--- src/verilog/uart_shadow_pkg.sv ---
// How it works
// - sixteen consecutive word slots all alias the one receive buffer and transmit holding path.
// - a slot read returns the received character in bits 7:0, from serial or infrared input.
// - received data is valid only while the data-ready flag is set.
// - with fifos off, a new character overwrites an unread one and raises overrun.
// - with fifos on, a slot read returns and removes the head of the receive fifo.
// - with the receive fifo full, an arriving character is dropped and overrun is raised.
// - a slot write loads a character for the serial or active-low infrared output.
// - with fifos off and holding-empty set, one write clears holding-empty.
// - with fifos off, further writes before holding-empty returns overwrite the pending one.
// - with fifos on, up to the fifo depth of characters are accepted before full.
// - a write while the transmit fifo is full is discarded and the fifo is unchanged.
package uart_shadow_pkg;
	localparam int unsigned DATA_W     = 32;
	localparam int unsigned CHAR_W     = 8;
	localparam int unsigned FIFO_DEPTH = 16;
	localparam int unsigned SLOT_COUNT = 16;

	localparam logic [31:0] SLOT_BASE   = 32'h5000_1130;
	localparam logic [31:0] SLOT7_ADDR  = 32'h5000_114c;
	localparam logic [31:0] SLOT8_ADDR  = 32'h5000_1150;
	localparam logic [31:0] SLOT_SPAN   = 32'h0000_0040;
	localparam logic [31:0] LINE_STATUS_ADDR = 32'h5000_1174;
	localparam logic [31:0] FIFO_CTRL_ADDR   = 32'h5000_1178;
	localparam logic [31:0] MODE_CTRL_ADDR   = 32'h5000_117c;
	localparam logic [31:0] IRQ_STATUS_ADDR  = 32'h5000_1180;
	localparam logic [31:0] IRQ_MASK_ADDR    = 32'h5000_1184;

	// line status fields
	localparam int unsigned LS_DATA_READY = 0;
	localparam int unsigned LS_OVERRUN    = 1;
	localparam int unsigned LS_TX_EMPTY   = 5;
	localparam int unsigned LS_TX_IDLE    = 6;
	// fifo control fields
	localparam int unsigned FC_ENABLE   = 0;
	localparam int unsigned FC_RX_FLUSH = 1;
	localparam int unsigned FC_TX_FLUSH = 2;
	// mode control fields
	localparam int unsigned MC_INFRARED = 0;
	// interrupt event fields
	localparam int unsigned IRQ_W       = 4;
	localparam int unsigned EV_RX_CHAR  = 0;
	localparam int unsigned EV_OVERRUN  = 1;
	localparam int unsigned EV_TX_EMPTY = 2;
	localparam int unsigned EV_TX_DROP  = 3;

	localparam logic [CHAR_W-1:0] CHAR_RESET  = 8'h00;
	localparam logic [IRQ_W-1:0]  IRQ_RESET   = 4'h0;

	typedef enum logic [1:0] {
		BUS_IDLE      = 2'b00,
		BUS_READ      = 2'b01,
		BUS_READ_DONE = 2'b11,
		BUS_WRITE     = 2'b10
	} busState_t;
endpackage

--- src/verilog/uart_shadow_data_port.sv ---
`timescale 1ns/1ps
module uart_shadow_data_port (
	input  wire logic                               clk,
	input  wire logic                               nrst,
	input  wire logic                               ce,
	// ahb-lite slave
	input  wire logic                               hsel,
	input  wire logic [31:0]                        haddr,
	input  wire logic [1:0]                         htrans,
	input  wire logic                               hwrite,
	input  wire logic [2:0]                         hsize,
	input  wire logic [uart_shadow_pkg::DATA_W-1:0] hwdata,
	input  wire logic                               hready,
	output logic                                    hreadyout,
	output logic                                    hresp,
	output logic [uart_shadow_pkg::DATA_W-1:0]      hrdata,
	// receive characters from the deserializers
	input  wire logic                               rxSerialValid,
	input  wire logic [uart_shadow_pkg::CHAR_W-1:0] rxSerialChar,
	input  wire logic                               rxInfraValid,
	input  wire logic [uart_shadow_pkg::CHAR_W-1:0] rxInfraChar,
	// transmit characters to the serializer
	output logic                                    txAvail,
	output logic [uart_shadow_pkg::CHAR_W-1:0]      txChar,
	input  wire logic                               txTake,
	output logic                                    txInfraSel,
	// flags for line status and interrupt logic
	output logic                                    dataReadyFlag,
	output logic                                    overrunFlag,
	output logic                                    txHoldingEmpty,
	output logic                                    fifoEnable,
	output logic                                    irq
);
	import uart_shadow_pkg::*;

	busState_t         busState_q;
	logic [31:0]       addr_q;
	logic [DATA_W-1:0] hrdata_q;
	logic [DATA_W-1:0] rdValue;
	logic              addrPhase;
	logic [31:0]       slotOff;
	logic              isSlot;
	logic              readDone;
	logic              writeNow;

	logic              fifoMode_q;
	logic              infraMode_q;
	logic [IRQ_W-1:0]  irqStatus_q;
	logic [IRQ_W-1:0]  irqMask_q;
	logic [IRQ_W-1:0]  events;

	logic              rxInValid;
	logic [CHAR_W-1:0] rxInChar;
	logic [CHAR_W-1:0] rxBuf_q;
	logic              rxBufFull_q;
	logic              rxFifoInReady;
	logic              rxFifoOutValid;
	logic [CHAR_W-1:0] rxFifoHead;
	logic              rxPop;
	logic              rxFlush;
	logic              rxStored;
	logic              overrunEvent;
	logic              overrun_q;

	logic [CHAR_W-1:0] txHold_q;
	logic              txHoldEmpty_q;
	logic              txFifoInReady;
	logic              txFifoOutValid;
	logic [CHAR_W-1:0] txFifoHead;
	logic              txFlush;
	logic              slotWrite;
	logic              txDrop;
	logic              txEmpty;
	logic              txEmptyPrev_q;
	logic              fifoCtrlWrite;

	// bus decode
	assign addrPhase = hsel & htrans[1] & hready;
	assign slotOff   = addr_q - SLOT_BASE;
	assign isSlot    = (slotOff < SLOT_SPAN) && (slotOff[1:0] == 2'b00);
	assign readDone  = ce && (busState_q == BUS_READ);
	assign writeNow  = ce && (busState_q == BUS_WRITE);

	// reads take one wait state so that hrdata comes from a flip-flop
	assign hreadyout = (busState_q != BUS_READ);
	assign hresp     = 1'b0;
	assign hrdata    = hrdata_q;

	always_ff @(posedge clk or negedge nrst) begin
		if (!nrst) begin
			busState_q <= BUS_IDLE;
			addr_q     <= '0;
		end else if (ce) begin
			unique case (busState_q)
				BUS_READ: begin
					busState_q <= BUS_READ_DONE;
				end
				BUS_IDLE, BUS_WRITE, BUS_READ_DONE: begin
					if (addrPhase) begin
						busState_q <= hwrite ? BUS_WRITE : BUS_READ;
						addr_q     <= haddr;
					end else begin
						busState_q <= BUS_IDLE;
					end
				end
			endcase
		end
	end

	// read mux, unmapped addresses read zero
	always_comb begin
		rdValue = '0;
		if (isSlot) begin
			rdValue[CHAR_W-1:0] = fifoMode_q ? rxFifoHead : rxBuf_q;
		end else begin
			unique case (addr_q)
				LINE_STATUS_ADDR: begin
					rdValue[LS_DATA_READY] = dataReadyFlag;
					rdValue[LS_OVERRUN]    = overrun_q;
					rdValue[LS_TX_EMPTY]   = txEmpty;
					rdValue[LS_TX_IDLE]    = txEmpty;
				end
				FIFO_CTRL_ADDR: begin
					rdValue[FC_ENABLE] = fifoMode_q;
				end
				MODE_CTRL_ADDR: begin
					rdValue[MC_INFRARED] = infraMode_q;
				end
				IRQ_STATUS_ADDR: begin
					rdValue[IRQ_W-1:0] = irqStatus_q;
				end
				IRQ_MASK_ADDR: begin
					rdValue[IRQ_W-1:0] = irqMask_q;
				end
				default: begin
					rdValue = '0;
				end
			endcase
		end
	end

	always_ff @(posedge clk or negedge nrst) begin
		if (!nrst) begin
			hrdata_q <= '0;
		end else if (readDone) begin
			hrdata_q <= rdValue;
		end
	end

	// control registers
	assign fifoCtrlWrite = writeNow && (addr_q == FIFO_CTRL_ADDR);
	// a mode change empties both paths so no stale character crosses over
	assign rxFlush = fifoCtrlWrite && (hwdata[FC_RX_FLUSH] || (hwdata[FC_ENABLE] != fifoMode_q));
	assign txFlush = fifoCtrlWrite && (hwdata[FC_TX_FLUSH] || (hwdata[FC_ENABLE] != fifoMode_q));

	always_ff @(posedge clk or negedge nrst) begin
		if (!nrst) begin
			fifoMode_q  <= 1'b0;
			infraMode_q <= 1'b0;
			irqMask_q   <= IRQ_RESET;
		end else if (writeNow) begin
			if (addr_q == FIFO_CTRL_ADDR) begin
				fifoMode_q <= hwdata[FC_ENABLE];
			end
			if (addr_q == MODE_CTRL_ADDR) begin
				infraMode_q <= hwdata[MC_INFRARED];
			end
			if (addr_q == IRQ_MASK_ADDR) begin
				irqMask_q <= hwdata[IRQ_W-1:0];
			end
		end
	end

	assign fifoEnable = fifoMode_q;
	assign txInfraSel = infraMode_q;

	// receive path
	// input select follows the mode
	assign rxInValid = infraMode_q ? rxInfraValid : rxSerialValid;
	assign rxInChar  = infraMode_q ? rxInfraChar : rxSerialChar;
	assign dataReadyFlag = fifoMode_q ? rxFifoOutValid : rxBufFull_q;
	assign rxPop = readDone && isSlot && dataReadyFlag;

	always_ff @(posedge clk or negedge nrst) begin
		if (!nrst) begin
			rxBuf_q     <= CHAR_RESET;
			rxBufFull_q <= 1'b0;
		end else if (ce) begin
			if (rxFlush) begin
				rxBufFull_q <= 1'b0;
			end else if (rxInValid && !fifoMode_q) begin
				rxBuf_q     <= rxInChar;
				rxBufFull_q <= 1'b1;
			end else if (rxPop && !fifoMode_q) begin
				rxBufFull_q <= 1'b0;
			end
		end
	end

	// fifo head feeds the slot read
	uart_char_fifo #(
		.WIDTH (CHAR_W),
		.DEPTH (FIFO_DEPTH)
	) rxFifo (
		.clk      (clk),
		.nrst     (nrst),
		.ce       (ce),
		.flush    (rxFlush),
		.inValid  (rxInValid && fifoMode_q && !rxFlush),
		.inData   (rxInChar),
		.inReady  (rxFifoInReady),
		.outValid (rxFifoOutValid),
		.outData  (rxFifoHead),
		.outReady (rxPop && fifoMode_q)
	);

	assign overrunEvent = rxInValid && !rxFlush &&
		(fifoMode_q ? !rxFifoInReady : (rxBufFull_q && !rxPop));
	assign rxStored = rxInValid && !rxFlush && (!fifoMode_q || rxFifoInReady);

	// overrun clears on a line status read, a new overrun in that cycle wins
	always_ff @(posedge clk or negedge nrst) begin
		if (!nrst) begin
			overrun_q <= 1'b0;
		end else if (ce) begin
			if (overrunEvent) begin
				overrun_q <= 1'b1;
			end else if (readDone && (addr_q == LINE_STATUS_ADDR)) begin
				overrun_q <= 1'b0;
			end
		end
	end

	assign overrunFlag = overrun_q;

	// transmit path
	// a write to any slot loads a character, except into a full transmit fifo
	assign slotWrite = writeNow && isSlot;

	always_ff @(posedge clk or negedge nrst) begin
		if (!nrst) begin
			txHold_q      <= CHAR_RESET;
			txHoldEmpty_q <= 1'b1;
		end else if (ce) begin
			if (txFlush) begin
				txHoldEmpty_q <= 1'b1;
			end else if (slotWrite && !fifoMode_q) begin
				// later writes overwrite the pending one
				txHold_q      <= hwdata[CHAR_W-1:0];
				txHoldEmpty_q <= 1'b0;
			end else if (txTake && !txHoldEmpty_q && !fifoMode_q) begin
				txHoldEmpty_q <= 1'b1;
			end
		end
	end

	uart_char_fifo #(
		.WIDTH (CHAR_W),
		.DEPTH (FIFO_DEPTH)
	) txFifo (
		.clk      (clk),
		.nrst     (nrst),
		.ce       (ce),
		.flush    (txFlush),
		.inValid  (slotWrite && fifoMode_q && !txFlush),
		.inData   (hwdata[CHAR_W-1:0]),
		.inReady  (txFifoInReady),
		.outValid (txFifoOutValid),
		.outData  (txFifoHead),
		.outReady (txTake && fifoMode_q)
	);

	assign txDrop = slotWrite && fifoMode_q && !txFifoInReady;

	assign txEmpty        = fifoMode_q ? !txFifoOutValid : txHoldEmpty_q;
	assign txHoldingEmpty = txEmpty;
	assign txAvail        = !txEmpty;
	assign txChar         = fifoMode_q ? txFifoHead : txHold_q;

	always_ff @(posedge clk or negedge nrst) begin
		if (!nrst) begin
			txEmptyPrev_q <= 1'b1;
		end else if (ce) begin
			txEmptyPrev_q <= txEmpty;
		end
	end

	// interrupts: sticky, cleared by reading status, a new event wins
	always_comb begin
		events              = '0;
		events[EV_RX_CHAR]  = rxStored;
		events[EV_OVERRUN]  = overrunEvent;
		events[EV_TX_EMPTY] = txEmpty && !txEmptyPrev_q;
		events[EV_TX_DROP]  = txDrop;
	end

	always_ff @(posedge clk or negedge nrst) begin
		if (!nrst) begin
			irqStatus_q <= IRQ_RESET;
		end else if (ce) begin
			if (readDone && (addr_q == IRQ_STATUS_ADDR)) begin
				irqStatus_q <= events;
			end else begin
				irqStatus_q <= irqStatus_q | events;
			end
		end
	end

	assign irq = |(irqStatus_q & irqMask_q);
endmodule

--- src/verilog/uart_char_fifo.sv ---
`timescale 1ns/1ps
module uart_char_fifo #(
	parameter int unsigned WIDTH = 8,
	parameter int unsigned DEPTH = 16
) (
	input  wire logic             clk,
	input  wire logic             nrst,
	input  wire logic             ce,
	input  wire logic             flush,
	input  wire logic             inValid,
	input  wire logic [WIDTH-1:0] inData,
	output logic                  inReady,
	output logic                  outValid,
	output logic [WIDTH-1:0]      outData,
	input  wire logic             outReady
);
	localparam int unsigned AW = $clog2(DEPTH);
	localparam logic [AW:0] FULL_COUNT = DEPTH[AW:0];

	logic [WIDTH-1:0] mem [DEPTH];
	logic [AW-1:0]    wrPtr_q;
	logic [AW-1:0]    rdPtr_q;
	logic [AW:0]      count_q;
	logic             push;
	logic             pop;

	// a push while full is simply not taken, contents stay intact
	assign inReady  = (count_q != FULL_COUNT);
	assign outValid = (count_q != '0);
	assign outData  = mem[rdPtr_q];
	assign push     = inValid & inReady;
	assign pop      = outValid & outReady;

	always_ff @(posedge clk) begin
		if (ce && push) begin
			mem[wrPtr_q] <= inData;
		end
	end

	// pointers wrap by overflow, so depth must be a power of two
	always_ff @(posedge clk or negedge nrst) begin
		if (!nrst) begin
			wrPtr_q <= '0;
			rdPtr_q <= '0;
			count_q <= '0;
		end else if (ce) begin
			if (flush) begin
				wrPtr_q <= '0;
				rdPtr_q <= '0;
				count_q <= '0;
			end else begin
				if (push) begin
					wrPtr_q <= wrPtr_q + 1'b1;
				end
				if (pop) begin
					rdPtr_q <= rdPtr_q + 1'b1;
				end
				if (push && !pop) begin
					count_q <= count_q + 1'b1;
				end else if (pop && !push) begin
					count_q <= count_q - 1'b1;
				end
			end
		end
	end
endmodule

--- config.mk ---
export PLATFORM = sky130hd
export DESIGN_NAME = uart_shadow_data_port
export DESIGN_NICKNAME = d
export VERILOG_FILES = /design/src/verilog/uart_shadow_pkg.sv /design/src/verilog/uart_shadow_data_port.sv /design/src/verilog/uart_char_fifo.sv
export SDC_FILE = /design/constraint.sdc
export NUM_CORES = 1
export LEC_CHECK = 0
export ABC_AREA = 1
export CAP_MARGIN = 40
export CELL_PAD_IN_SITES_DETAIL_PLACEMENT = 1
export CELL_PAD_IN_SITES_GLOBAL_PLACEMENT = 1
export CORE_MARGIN = 5
export CORE_UTILIZATION = 52
export CTS_BUF_LIST = sky130_fd_sc_hd__clkbuf_8
export DETAILED_ROUTE_END_ITERATION = 10
export DONT_BUFFER_PORTS = 1
export PLACE_DENSITY = 0.83
export SETUP_SLACK_MARGIN = 0.2
export SYNTH_ARGS = -nofsm -noshare
export SYNTH_HDL_FRONTEND = slang
export SYNTH_SLANG_ARGS = --single-unit
--- constraint.sdc ---
create_clock -name clk -period 3.9 [get_ports clk]
set_input_delay 0.585 -clock clk [delete_from_list [all_inputs] [get_ports clk]]
set_output_delay 0.585 -clock clk [all_outputs]
set_load 0.05 [all_outputs]
Yosys cells after proc, flatten, opt, wreduce, memory -nomap -nowiden
Memory sizes are Yosys's and may differ from the RTL's.
Index checks and enable logic that the tools add are counted.
{ "classes": {"reduce_logical": 81, "n_mux": 42, "addsub": 9, "eq_ne": 12, "bitwise": 10, "magnitude_cmp": 1} }
{ "op_table": {"columns": ["operator", "count"], "rows": [
  ["32-bit by 31-bit equality test with 1-bit output (second input constant)", 5],
  ["4-bit 2-to-1 mux", 9],
  ["1-bit logical AND", 34],
  ["32-bit by 7-bit less-than comparator with 1-bit output (second input constant)", 1],
  ["8-bit 2-to-1 mux", 4],
  ["32-bit by 31-bit subtractor with 32-bit output (second input constant)", 1],
  ["5-bit 2-to-1 mux", 6],
  ["2-bit AND reduction", 12],
  ["4-bit by 1-bit adder with 4-bit output (second input constant)", 4],
  ["1-bit 2-to-1 mux", 16],
  ["1-bit zero test", 14],
  ["3-bit nonzero test", 4],
  ["5-bit by 1-bit adder with 5-bit output (second input constant)", 2],
  ["5-bit != test (second input constant)", 2],
  ["2-bit nonzero test", 5],
  ["5-bit nonzero test", 2],
  ["5-bit by 1-bit subtractor with 5-bit output (second input constant)", 2],
  ["3-bit AND reduction", 3],
  ["2-bit one-hot mux with 2 select lines", 2],
  ["1-bit bitwise AND", 6],
  ["2-bit 2-to-1 mux", 3],
  ["1-bit one-hot mux with 5 select lines", 1],
  ["4-bit bitwise AND", 1],
  ["2-bit equality test (second input constant)", 2],
  ["10 further kinds", 14]
]} }
{ "totals": {"mem_count": 2, "out_inout_bits": 49, "in_bits": 94, "ramBits": 256, "word_cells": 176, "ff_bits": 98} }
{ "memory_table": {"columns": ["memory", "depth", "width", "read_ports", "rd_clocked_by_memory_dff", "wr", "line", "text"], "rows": [
  ["rxFifo.mem", 16, 8, 1, 0, 1, "uart_char_fifo.sv:20", "logic [WIDTH-1:0] mem [DEPTH];"],
  ["txFifo.mem", 16, 8, 1, 0, 1, "uart_char_fifo.sv:20", null]
]} }

Longest topological paths before layout
Gate-level depths: netlist of run 1.
{ "logic_depth": {"word_depth": 12, "ltp_mapped": 22, "ltp_nobuf": 22} }

By module
Synthesis of run 1 repeated with hierarchy kept, for this count alone.
{ "hier_totals": {"cells_unflattened": 1632, "area_unflattened_um2": 16614.7} }
{ "by_module_without_submodules": {"columns": ["module", "seq_area_each_um2", "instances", "area_per_inst_um2", "cells_per_inst"], "rows": [
  ["uart_char_fifo (rxFifo)", 4169.0, 1, 5965.7, 486],
  ["uart_char_fifo (txFifo)", 4169.0, 1, 5953.2, 480],
  ["uart_shadow_data_port", 1804.2, 1, 4695.8, 666]
]} }

Least setup slack after synthesis of run 1
OpenSTA, ideal clock, no wires.
{ "synth_path": {"kind": "reg2out", "from": "reg fifoMode_q, in the netlist fifoEnable", "to": "out txAvail", "path_stages_with_launch": 4, "setup_slack_ps": 1012, "arrival_time_ps": 2303, "path_cell_list": "dfrtp_1 > inv_1 > a21oi_1 > inv_1"} }
{ "synth_via": {"elab_chain_len": 2} }
{ "synth_lines": {"columns": ["item", "line", "text"], "rows": [
  ["from (decl)", "uart_shadow_data_port.sv:46", "logic fifoMode_q;"],
  ["from (signal assigned)", "uart_shadow_data_port.sv:163", "fifoMode_q <= hwdata[FC_ENABLE];"],
  ["1-bit 2-to-1 mux", "uart_shadow_data_port.sv:275", "assign txEmpty = fifoMode_q ? !txFifoOutValid : txHoldEmpty_q;"],
  ["net txHoldingEmpty", "uart_shadow_data_port.sv:30", "output logic txHoldingEmpty,"],
  ["1-bit zero test", "uart_shadow_data_port.sv:277", "assign txAvail = !txEmpty;"],
  ["to (decl)", "uart_shadow_data_port.sv:23", "output logic txAvail,"]
]} }
The timed path passes the listed nets, and every way through them passes these cells.

Worst setup path in the final report of run 1
{ "layout_path": {"from": "reg txFifo.rdPtr_q[1]", "to": "out txChar[3] in the netlist's numbering"} }
{ "layout_via": {"elab_chain_len": 2} }
{ "layout_lines": {"columns": ["item", "line", "text"], "rows": [
  ["from (decl)", "uart_char_fifo.sv:22", "logic [AW-1:0] rdPtr_q;"],
  ["from (signal assigned)", "uart_char_fifo.sv:56", "rdPtr_q <= rdPtr_q + 1'b1;"],
  ["memory 16 x 8 bit", null, null],
  ["8-bit 2-to-1 mux", "uart_shadow_data_port.sv:278", "assign txChar = fifoMode_q ? txFifoHead : txHold_q;"],
  ["to (decl)", "uart_shadow_data_port.sv:24", "output logic [uart_shadow_pkg::CHAR_W-1:0] txChar,"]
]} }
Every way passes these cells.

==> run_results.csv, run 1 <==
group,metric,value,unit
global_routing,antenna_found_initial,0,
clocking,path_clk_slew,0.07,ns
setup_path,worstReg2RegStart,"addr_q[15]",
clocking,clock_path_buffers,3,
global_routing,first_global_vias,13000,
setup_path,reg2regPathDepth,19,
clocking,numCtsBuffers,57,
logic_synthesis,synthTopCellsByArea,"edfxtp_1 (48%), dfrtp_1 (15%), nand2_1 (6.9%)",
pwr,power,11.0,mW
die,die_x,186,um
global_routing,grt-ovfl-total,0,
clocking,cts-resized-gates,0,
pwr,leakage,7.11,nW
pwr,power_frac_seq,42.6,%
min_path,hp-start,"hwdata[4]",
sta,rsz0062_at_grt,"no",
setup_path,startpoint,"txFifo.rdPtr_q[1]",
route,first_pass_iters,7,
route,detail-route-antenna-nets,0,
setup_path,crit_path_max_fanout,19,
logic_synthesis,synth-edff-count,256,
pwr,switching_share,35.7,%
logic_synthesis,synth_compound_area_share,11.8,%
logic_synthesis,synth.distinct_cells,49,
die,die_area,34700,um^2
logic_synthesis,synth_top_area_share,47.5,%
route,initialDrtViolationCount,947,
min_path,whs_path_depth,0,
clocking,post_cts_buffers,0,
logic_synthesis,synthXorXnorAreaFrac,0.487,%
route,drc,0,
sta,totalNegativeSetupSlack,0,ns
pwr,ir_drop,0.000472,V
cells_and_area,fill_cells,3397,
clocking,cts_num_sinks,354,
setup_path,crit_path_end_kind,"primary output",
logic_synthesis,ys.flop_type,"edfxtp_1",
flow_run,max_cap_violations,0,
placement,gp_congestion,0.863,
logic_synthesis,synth.avg_cell_area,10.0,um^2
global_routing,track_usage,25.5,%
clocking,postCtsHoldBufs,2,
logic_synthesis,synth_area_leader_cell,"edfxtp_1",
route,routed_via_density,5.80,
die,start_util,52.7,%
pwr,power.density,609,nW/um^2
route,wl_per_cell,21.7,um
logic_synthesis,synth_area,16200,um^2
placement,post-place-ws,0.583,ns
logic_synthesis,synth_top_family_by_area,"simple AND/OR/NAND/NOR gates",
setup_path,required,3.31,ns
cells_and_area,area_growth,11.2,%
setup_path,start_kind,"flop",
cells_and_area,nets,1777,
logic_synthesis,ys_warn_count,0,
die,ios,143,
die,core-area,30700,um^2
sta,period_share,88.5,%
route,wl,45700,um
die,rows,64,
global_routing,grt_pass1_wl,71100,um
logic_synthesis,synthSimpleGateAreaFrac,17.3,%
clocking,clk_latency,0.61,ns
logic_synthesis,synth.most_common_cell,"nand2_1",
sta,fin_ws,0.448,ns
pwr,p_sw,3.91,mW
clocking,cts_tree,"built",
pwr,p_int,7.04,mW
setup_path,crit_arrival,2.87,ns
pwr,pwr-share-comb,28.8,%
logic_synthesis,yosysSeqAreaShare,62.7,%
outcome,status,"completed",
cells_and_area,layout-drive-gt1-share,10.6,%
cells_and_area,antennaDiodeCount,0,
clocking,root_buffer,"clkbuf_8",
logic_synthesis,ys_top_cells_by_count,"nand2_1 (297), nor2_1 (269), edfxtp_1 (256)",
logic_synthesis,synth_seq_cells,354,
placement,dpl.hpwl,30300,um
logic_synthesis,postSynth.asyncResetShare,27.7,%
pwr,clkPwrFrac,28.6,%
min_path,hold_path.class,"in2reg",
logic_synthesis,syn_inst,1614,
setup_path,worstSetupPathType,"reg2out",
sta,slew_viol_final,0,
logic_synthesis,muxShareOfSynthArea,0.410,%
global_routing,grt_max_degree,99,
sta,period_minus_slack,3.45,ns
sta,max-slew-margin-rel,41.9,%
sta,hold_viol_final,0,
sta,tightest_slew,0.869,ns
placement,port_buffers,0,
die,die_y,186,um
sta,fmax,290,MHz
logic_synthesis,synth_fa_ha_area_share,1.79,%
route,vias,12200,
clocking,htreeDepth,2,
placement,dpl_cell_area,16800,um^2
cells_and_area,design_area,18000,um^2
sta,skew,0.0415,ns
sta,setup_viol,0,
-- final timing paths --
check                                    end  slack, ns
setup / recovery                   txChar[3]       0.45
hold / removal              txFifo.mem[4][4]       0.06
setup reg to reg           txFifo.count_q[4]       0.57
hold reg to reg                   rxBuf_q[2]       0.47
max in group asynchronous  rxFifo.count_q[2]       2.86
min in group asynchronous  txFifo.wrPtr_q[1]       0.64
-- layer usage --
metal,vias to the layer above,global-route usage (%),part of all wire (%),wire length (um)
li1,5618,-,-,-
met1,6068,32.2,40,18500
met2,405,44.8,51,23200
met3,104,4.52,6.0,2750
met4,0,7.82,2.8,1270
met5,-,0,0,0
-- critical path, stage by stage, from the launching register on --
cell,delay (ns)
dfrtp_1,0.38
inv_1,0.40
buf_4,0.34
o21ai_0,0.13
o22ai_1,0.17
o21ai_0,0.19
o22ai_1,0.25
nand2_1,0.08
nand2_1,0.10
buf_4,0.20
-- per-stage QoR --
stage                     hold slack, ns  cells  util, %
final                             0.0633   2102     58.7
after global placement             0.292   1992     54.6
after floorplan                    0.289   1638        -
after detailed placement           0.291   1995     54.8
after global routing              0.0432   2102     58.7
after CTS                         0.0314   2101     58.6
-- final cells by class --
cell class	instances	area [um^2]	share of cell area [%]
Inverter	116	435	2.42
Tap cell	396	495	2.75
Clock buffer	72	991	5.51
Sequential cell	354	10100	56.4
Multi-Input combinational cell	1079	5240	29.1
Timing Repair Buffer	53	548	3.05
Clock inverter	32	134	0.744
-- power groups by stage --
stage | registers [mW] | clock network, mW | logic [mW]
after floorplan | 4.62 | 0 | 2.06
after global placement | 4.71 | 0 | 2.94
after detailed placement | 4.73 | 0 | 3.11
after CTS | 4.66 | 3.17 | 3.16
after global routing | 4.70 | 3.36 | 3.44
final | 4.66 | 3.13 | 3.16
-- placed cells by master (no fill, tap or decap), drive strengths merged --
| cell type | synthesis | final |
|---|---|---|
| nand2 | 302 | 302 |
| nor2 | 284 | 284 |
| edfxtp | 256 | 256 |
| o21ai | 172 | 172 |
| inv | 112 | 137 |
| dfrtp | 96 | 96 |
| clkbuf | 53 | 72 |
| nand3 | 69 | 69 |
| a21oi | 66 | 66 |
| o22ai | 55 | 55 |
| buf | 36 | 52 |
| conb | 1 | 25 |
| ha | 20 | 20 |
| o221ai | 17 | 17 |
| nor3 | 12 | 12 |
| o211ai | 11 | 11 |
| clkinv | 4 | 11 |
| nand4 | 10 | 10 |
| xnor2 | 6 | 6 |
| mux2 | 5 | 5 |
| o311ai | 4 | 4 |
| xor2 | 3 | 3 |
| a31oi | 3 | 3 |
| o32ai | 2 | 2 |
| a221oi | 2 | 2 |
| a22oi | 2 | 2 |
| fa | 2 | 2 |
| dfstp | 2 | 2 |
| nor4 | 1 | 1 |
| nand3b | 1 | 1 |
| and3 | 1 | 1 |
| or2 | 1 | 1 |
| o21bai | 1 | 1 |
| a21o | 1 | 1 |
| mux2i | 1 | 1 |
| dlygate4sd3 | 0 | 1 |
-- state kept, by name (all words and copies together) (netlist names), 5 cells and up --
| signal | count |
|---|---|
| txFifo.count_q | 5 |
| txHold_q | 8 |
| rxFifo.count_q | 5 |
| rxBuf_q | 8 |
| rxFifo.mem | 128 |
| addr_q | 32 |
| hrdata | 8 |
| txFifo.mem | 128 |
-- cell families (layout without fill, tap and decap cells) --
kind of cell / count (synthesis) / count (layout)
simple gates: 681 / 681
flops: 354 / 354
compound gates: 336 / 336
buf+inv: 205 / 273
fa+ha+maj: 22 / 22
xor+xnor: 9 / 9
mux: 6 / 6
other cells: 1 / 25
Note: power is estimated with default switching activity, not from simulation.
==> run 2, diff against run 1 <==
- CORE_ASPECT_RATIO: default -> 0.75
==> run 2 against run 1 <==
Effect of this change:
- cell count rose by 0.38%
- non-clock buffer count rose by 7
- sequential power barely moved
- via count rose by 2.2%
- highest routed layer unchanged
- setup slack got worse by 0.014 ns
- power rose by 0.18%
- combinational power barely moved
==> run_results.csv, run 2 (synthesis gave the netlist of run 1 again) <==
group,metric,value,unit
sta,slew_viol_final,0,
die,core-area,30400,um^2
flow_run,max_cap_violations,0,
clocking,clk_latency,0.62,ns
setup_path,slowest_delay,0.54,ns
route,initialDrtViolationCount,1080,
cells_and_area,layout-drive-gt1-share,11.4,%
pwr,power.density,608,nW/um^2
route,vias,12500,
sta,period_share,88.9,%
cells_and_area,design_area,18000,um^2
setup_path,worstReg2RegStart,"txInfraSel",
cells_and_area,final_common_cell,"nand2_1",
route,first_pass_iters,5,
placement,dpl.hpwl,32500,um
global_routing,track_usage,27.7,%
setup_path,required,3.31,ns
setup_path,cpLargestDelayFamily,"compound AO/OA/AOI/OAI gates",
outcome,status,"completed",
die,rows,55,
sta,skew,0.0200,ns
setup_path,worst_setup_path_endpoint,"txChar[2]",
sta,period_minus_slack,3.47,ns
cells_and_area,fill_cells,3363,
sta,hold_viol_final,0,
placement,dpl_cell_area,16900,um^2
setup_path,start_kind,"flop",
global_routing,antenna_found_initial,0,
route,routed_via_density,5.91,
setup_path,slowest_stage,"buf_4",
placement,gp_congestion,0.859,
clocking,root_buffer,"clkbuf_8",
cells_and_area,largestRegisters,"rxFifo.mem x128, txFifo.mem x128, addr_q x32",
pwr,leakage,7.10,nW
sta,max-slew-margin-rel,34.7,%
clocking,cts_num_sinks,354,
setup_path,crit_chain,"buf_4 > o21ai_0 > o22ai_1 > nor2_1 > o32ai_1 > nand2_1 > nand2_1 > buf_12",
route,wl,48000,um
setup_path,crit_arrival,2.88,ns
die,die_x,214,um
clocking,htreeDepth,2,
setup_path,path_buf_inv,2,
sta,tightest_slew,0.976,ns
setup_path,reg2regPathDepth,7,
setup_path,crit_path_end_kind,"primary output",
global_routing,grt_max_degree,99,
sta,totalNegativeSetupSlack,0,ns
sta,setup_viol,0,
pwr,ir_drop,0.000498,V
cells_and_area,nets,1781,
clocking,clock_path_buffers,3,
sta,fmax,288,MHz
cells_and_area,area_growth,11.6,%
global_routing,grt-ovfl-total,0,
cells_and_area,antennaDiodeCount,0,
die,ios,143,
cells_and_area,final_cell_mix,"nand2_1 (296), nor2_1 (267), edfxtp_1 (256)",
setup_path,startpoint,"txFifo.rdPtr_q[0]",
sta,hold_slack,0.0577,ns
setup_path,worstSetupPathType,"reg2out",
placement,port_buffers,0,
die,start_util,53.2,%
setup_path,regToRegEndpoint,"rxFifo.mem[15][0]",
sta,rsz0062_at_grt,"no",
global_routing,grt_pass1_wl,74800,um
route,wl_per_cell,22.7,um
cells_and_area,ff_latch_area,10100,um^2
global_routing,first_global_vias,13300,
clocking,cts_tree,"built",
clocking,path_clk_slew,0.07,ns
cells_and_area,multiInputGateArea,5250,um^2
clocking,numCtsBuffers,54,
pwr,power,11.0,mW
die,die_y,163,um
die,die_area,34800,um^2
setup_path,path_depth,8,
route,detail-route-antenna-nets,0,
setup_path,cpMostUsedCell,"nand2_1",
setup_path,crit_path_max_fanout,68,
route,drc,0,
min_path,hold_path.class,"in2reg",
setup_path,reg2reg_slack,0.61,ns
run 2: cell types whose count changed in the layout (fill, tap and decap cells not counted), sizes merged:
cell and delta:
clkinv +11, inv -10, clkbuf -8, buf +7, clkinvlp +3, bufinv +2
run 2: worst min path at each step:
stage	startpoint	end	slack [ns]	cells after the start
final	ce	busState_q[1]	0.06	1
after global routing	hwdata[2]	txFifo.mem[0][2]	0.02	0
after CTS	ce	busState_q[1]	0.01	1
after detailed placement	nrst	rxFifo.wrPtr_q[1]	0.29	0
after global placement	nrst	rxFifo.wrPtr_q[1]	0.29	0
after floorplan	nrst	addr_q[0]	0.29	0
run 2: layout make-up:
class	count	area share (%)
clock buffers	64	4.88
clock inverters	38	1.23
inverters	116	2.43
multi-input cells	1079	29.1
flip-flops and latches	354	56.2
well taps	399	2.77
repair buffers	60	3.38
run 2: stage by stage:
step                worst slack (ns)  utilization, %  std cells
floorplan                       1.01               -       1638
global placement               0.690            55.1       1989
finish                         0.433            59.3       2110
global route                   0.216            59.3       2110
detailed placement             0.549            55.5       2002
CTS                            0.349            59.2       2106
run 2: power by group:
part	switching, mW	total, mW	internal [mW]	leakage, nW
Sequential	0.326	4.66	4.34	3.47
Combinational	2.12	3.17	1.05	3.00
Clock	1.51	3.14	1.63	0.626
Total	3.95	11.0	7.02	7.10
run 2: routing by layer:
layer / track usage, % / vias to the layer above / part of all wire, %
li1: - / 5623 / -
met1: 38.4 / 6213 / 42
met2: 44.3 / 539 / 47
met3: 6.32 / 92 / 8.5
met4: 7.80 / 0 / 2.5
met5: 0 / - / 0
run 2: repair_timing:
action                                  CTS  global route
buffers inserted                          0             2
endpoints found under the setup margin    0             6
hold endpoints to repair                 98             0
hold buffers                              2             0
gates resized for setup                   0             4
==> run 3, diff against run 2 <==
- CORE_UTILIZATION: 52 -> 50
- PLACE_DENSITY: 0.83 -> 0.81
==> run 3 against run 2 <==
Effect of this change:
- clock power shrank 4%
- fmax grew 1.2%
- largest cell class unchanged
- largest power group unchanged
- clock skew grew 0.0047 ns
- first-iteration DRC count shrank 11%
- register-to-register slack lost 0.08 ns
- combinational power shrank 3%
==> run_results.csv, run 3 (synthesis gave the netlist of run 1 again) <==
group,metric,value,unit
global_routing,track_usage,24.5,%
global_routing,grt_max_degree,99,
sta,fin_ws,0.473,ns
die,die_x,218,um
cells_and_area,area_growth,11.7,%
sta,hold_viol_final,0,
cells_and_area,nets,1783,
placement,gp_congestion,0.829,
flow_run,max_cap_violations,0,
route,drc,0,
setup_path,start_kind,"flop",
pwr,leakage,7.12,nW
clocking,clk_latency,0.63,ns
setup_path,slowest_delay,0.44,ns
setup_path,crit_chain,"clkinvlp_4 > buf_12 > o21ai_0 > o22ai_1 > nor2_1 > o22ai_1 > nand2_1 > nand2_1 > buf_12",
die,rows,57,
placement,dpl.hpwl,31200,um
die,start_util,50.3,%
cells_and_area,fill_cells,3547,
cells_and_area,final_cell_mix,"nand2_1 (296), nor2_1 (269), edfxtp_1 (256)",
route,first_pass_iters,5,
sta,period_minus_slack,3.43,ns
sta,period_share,87.9,%
clocking,clock_path_buffers,3,
die,die_area,36100,um^2
clocking,numCtsBuffers,56,
cells_and_area,largestRegisters,"rxFifo.mem x128, txFifo.mem x128, addr_q x32",
route,wl_per_cell,20.8,um
placement,post-place-ws,0.594,ns
sta,slew_viol_final,0,
cells_and_area,ff_latch_area,10100,um^2
route,routed_via_density,5.67,
sta,skew,0.0247,ns
min_path,hold_path.class,"in2reg",
setup_path,slowest_stage,"clkinvlp_4",
route,initialDrtViolationCount,957,
clocking,root_buffer,"clkbuf_8",
setup_path,worstSetupPathType,"reg2out",
sta,max-slew-margin-rel,39.6,%
sta,totalNegativeSetupSlack,0,ns
clocking,path_clk_slew,0.07,ns
placement,port_buffers,0,
die,die_y,166,um
setup_path,crit_arrival,2.84,ns
pwr,ir_drop,0.000564,V
setup_path,crit_path_end_kind,"primary output",
setup_path,crit_path_max_fanout,38,
sta,rsz0062_at_grt,"no",
route,wl,44900,um
setup_path,path_buf_inv,3,
route,vias,12200,
route,detail-route-antenna-nets,0,
global_routing,grt_pass1_wl,70500,um
global_routing,first_global_vias,12700,
pwr,power,10.8,mW
pwr,power.density,597,nW/um^2
global_routing,grt-ovfl-total,0,
outcome,status,"completed",
clocking,cts_tree,"built",
cells_and_area,final_common_cell,"nand2_1",
die,ios,143,
clocking,htreeDepth,2,
sta,setup_viol,0,
sta,fmax,292,MHz
setup_path,cpLargestDelayFamily,"buffers and inverters",
cells_and_area,antennaDiodeCount,0,
setup_path,required,3.31,ns
global_routing,antenna_found_initial,0,
die,core-area,32200,um^2
cells_and_area,layout-drive-gt1-share,11.3,%
cells_and_area,multiInputGateArea,5250,um^2
sta,tightest_slew,0.903,ns
clocking,cts_num_sinks,354,
## run 3: cell types whose count changed in the layout (fill, tap and decap cells not counted), sizes merged
cell,delta
clkinvlp,-1
inv,+7
clkinv,-1
bufinv,-2
## run 3: what timing repair did
item                                    4_1_cts  5_1_grt
buffers inserted                              0        0
resized for setup                             0        2
hold buffers                                  2        0
endpoints found under the setup margin        0        8
endpoints found under the hold margin        98        0
## run 3: layout make-up
cell class	count	area share, %
tap	442	3.06
clock buffer	64	4.88
sequential	354	56.2
inverter	116	2.43
multi-input combinational	1079	29.0
timing repair buffer	60	3.35
clock inverter	41	1.09
## run 3: through the flow
stage          util [%]  instances  instance area, um^2  hold slack (ns)
5_1_grt            56.2       2156                18100          0.00674
6_report           56.2       2156                18100           0.0514
4_1_cts            56.1       2152                18000           0.0118
2_1_floorplan         -       1638                16300            0.289
3_3_place_gp       52.2       2032                16800            0.293
3_5_place_dp       52.6       2045                16900            0.293
## run 3: per-layer routing
layer | track usage [%] | vias to the layer above | routed length [um]
met4 | 6.26 | 0 | 1100
met5 | 0 | - | 0
li1 | - | 5629 | -
met3 | 4.52 | 82 | 3110
met1 | 35.4 | 6085 | 19700
met2 | 38.8 | 420 | 21000
## run 3: path summary, 6_finish.rpt
check                                   from           endpoint  slack [ns]  depth (start not counted)
max reg2reg                       addr_q[12]  rxFifo.count_q[4]        0.53                         17
min in group asynchronous               nrst  rxFifo.rdPtr_q[2]        0.59                          2
max                        txFifo.rdPtr_q[0]          txChar[0]        0.47                          9
max in group asynchronous               nrst  txFifo.rdPtr_q[0]        2.90                          2
min reg2reg                      txHold_q[6]        txHold_q[6]        0.48                          2
min                                hwdata[1]   txFifo.mem[1][1]        0.05                          0
## run 3: power breakdown
| group | total (mW) | switching [mW] | internal, mW | leakage, nW |
|---|---|---|---|---|
| combinational | 3.09 | 2.03 | 1.06 | 3.01 |
| sequential | 4.67 | 0.331 | 4.34 | 3.47 |
| clock | 3.02 | 1.51 | 1.52 | 0.639 |
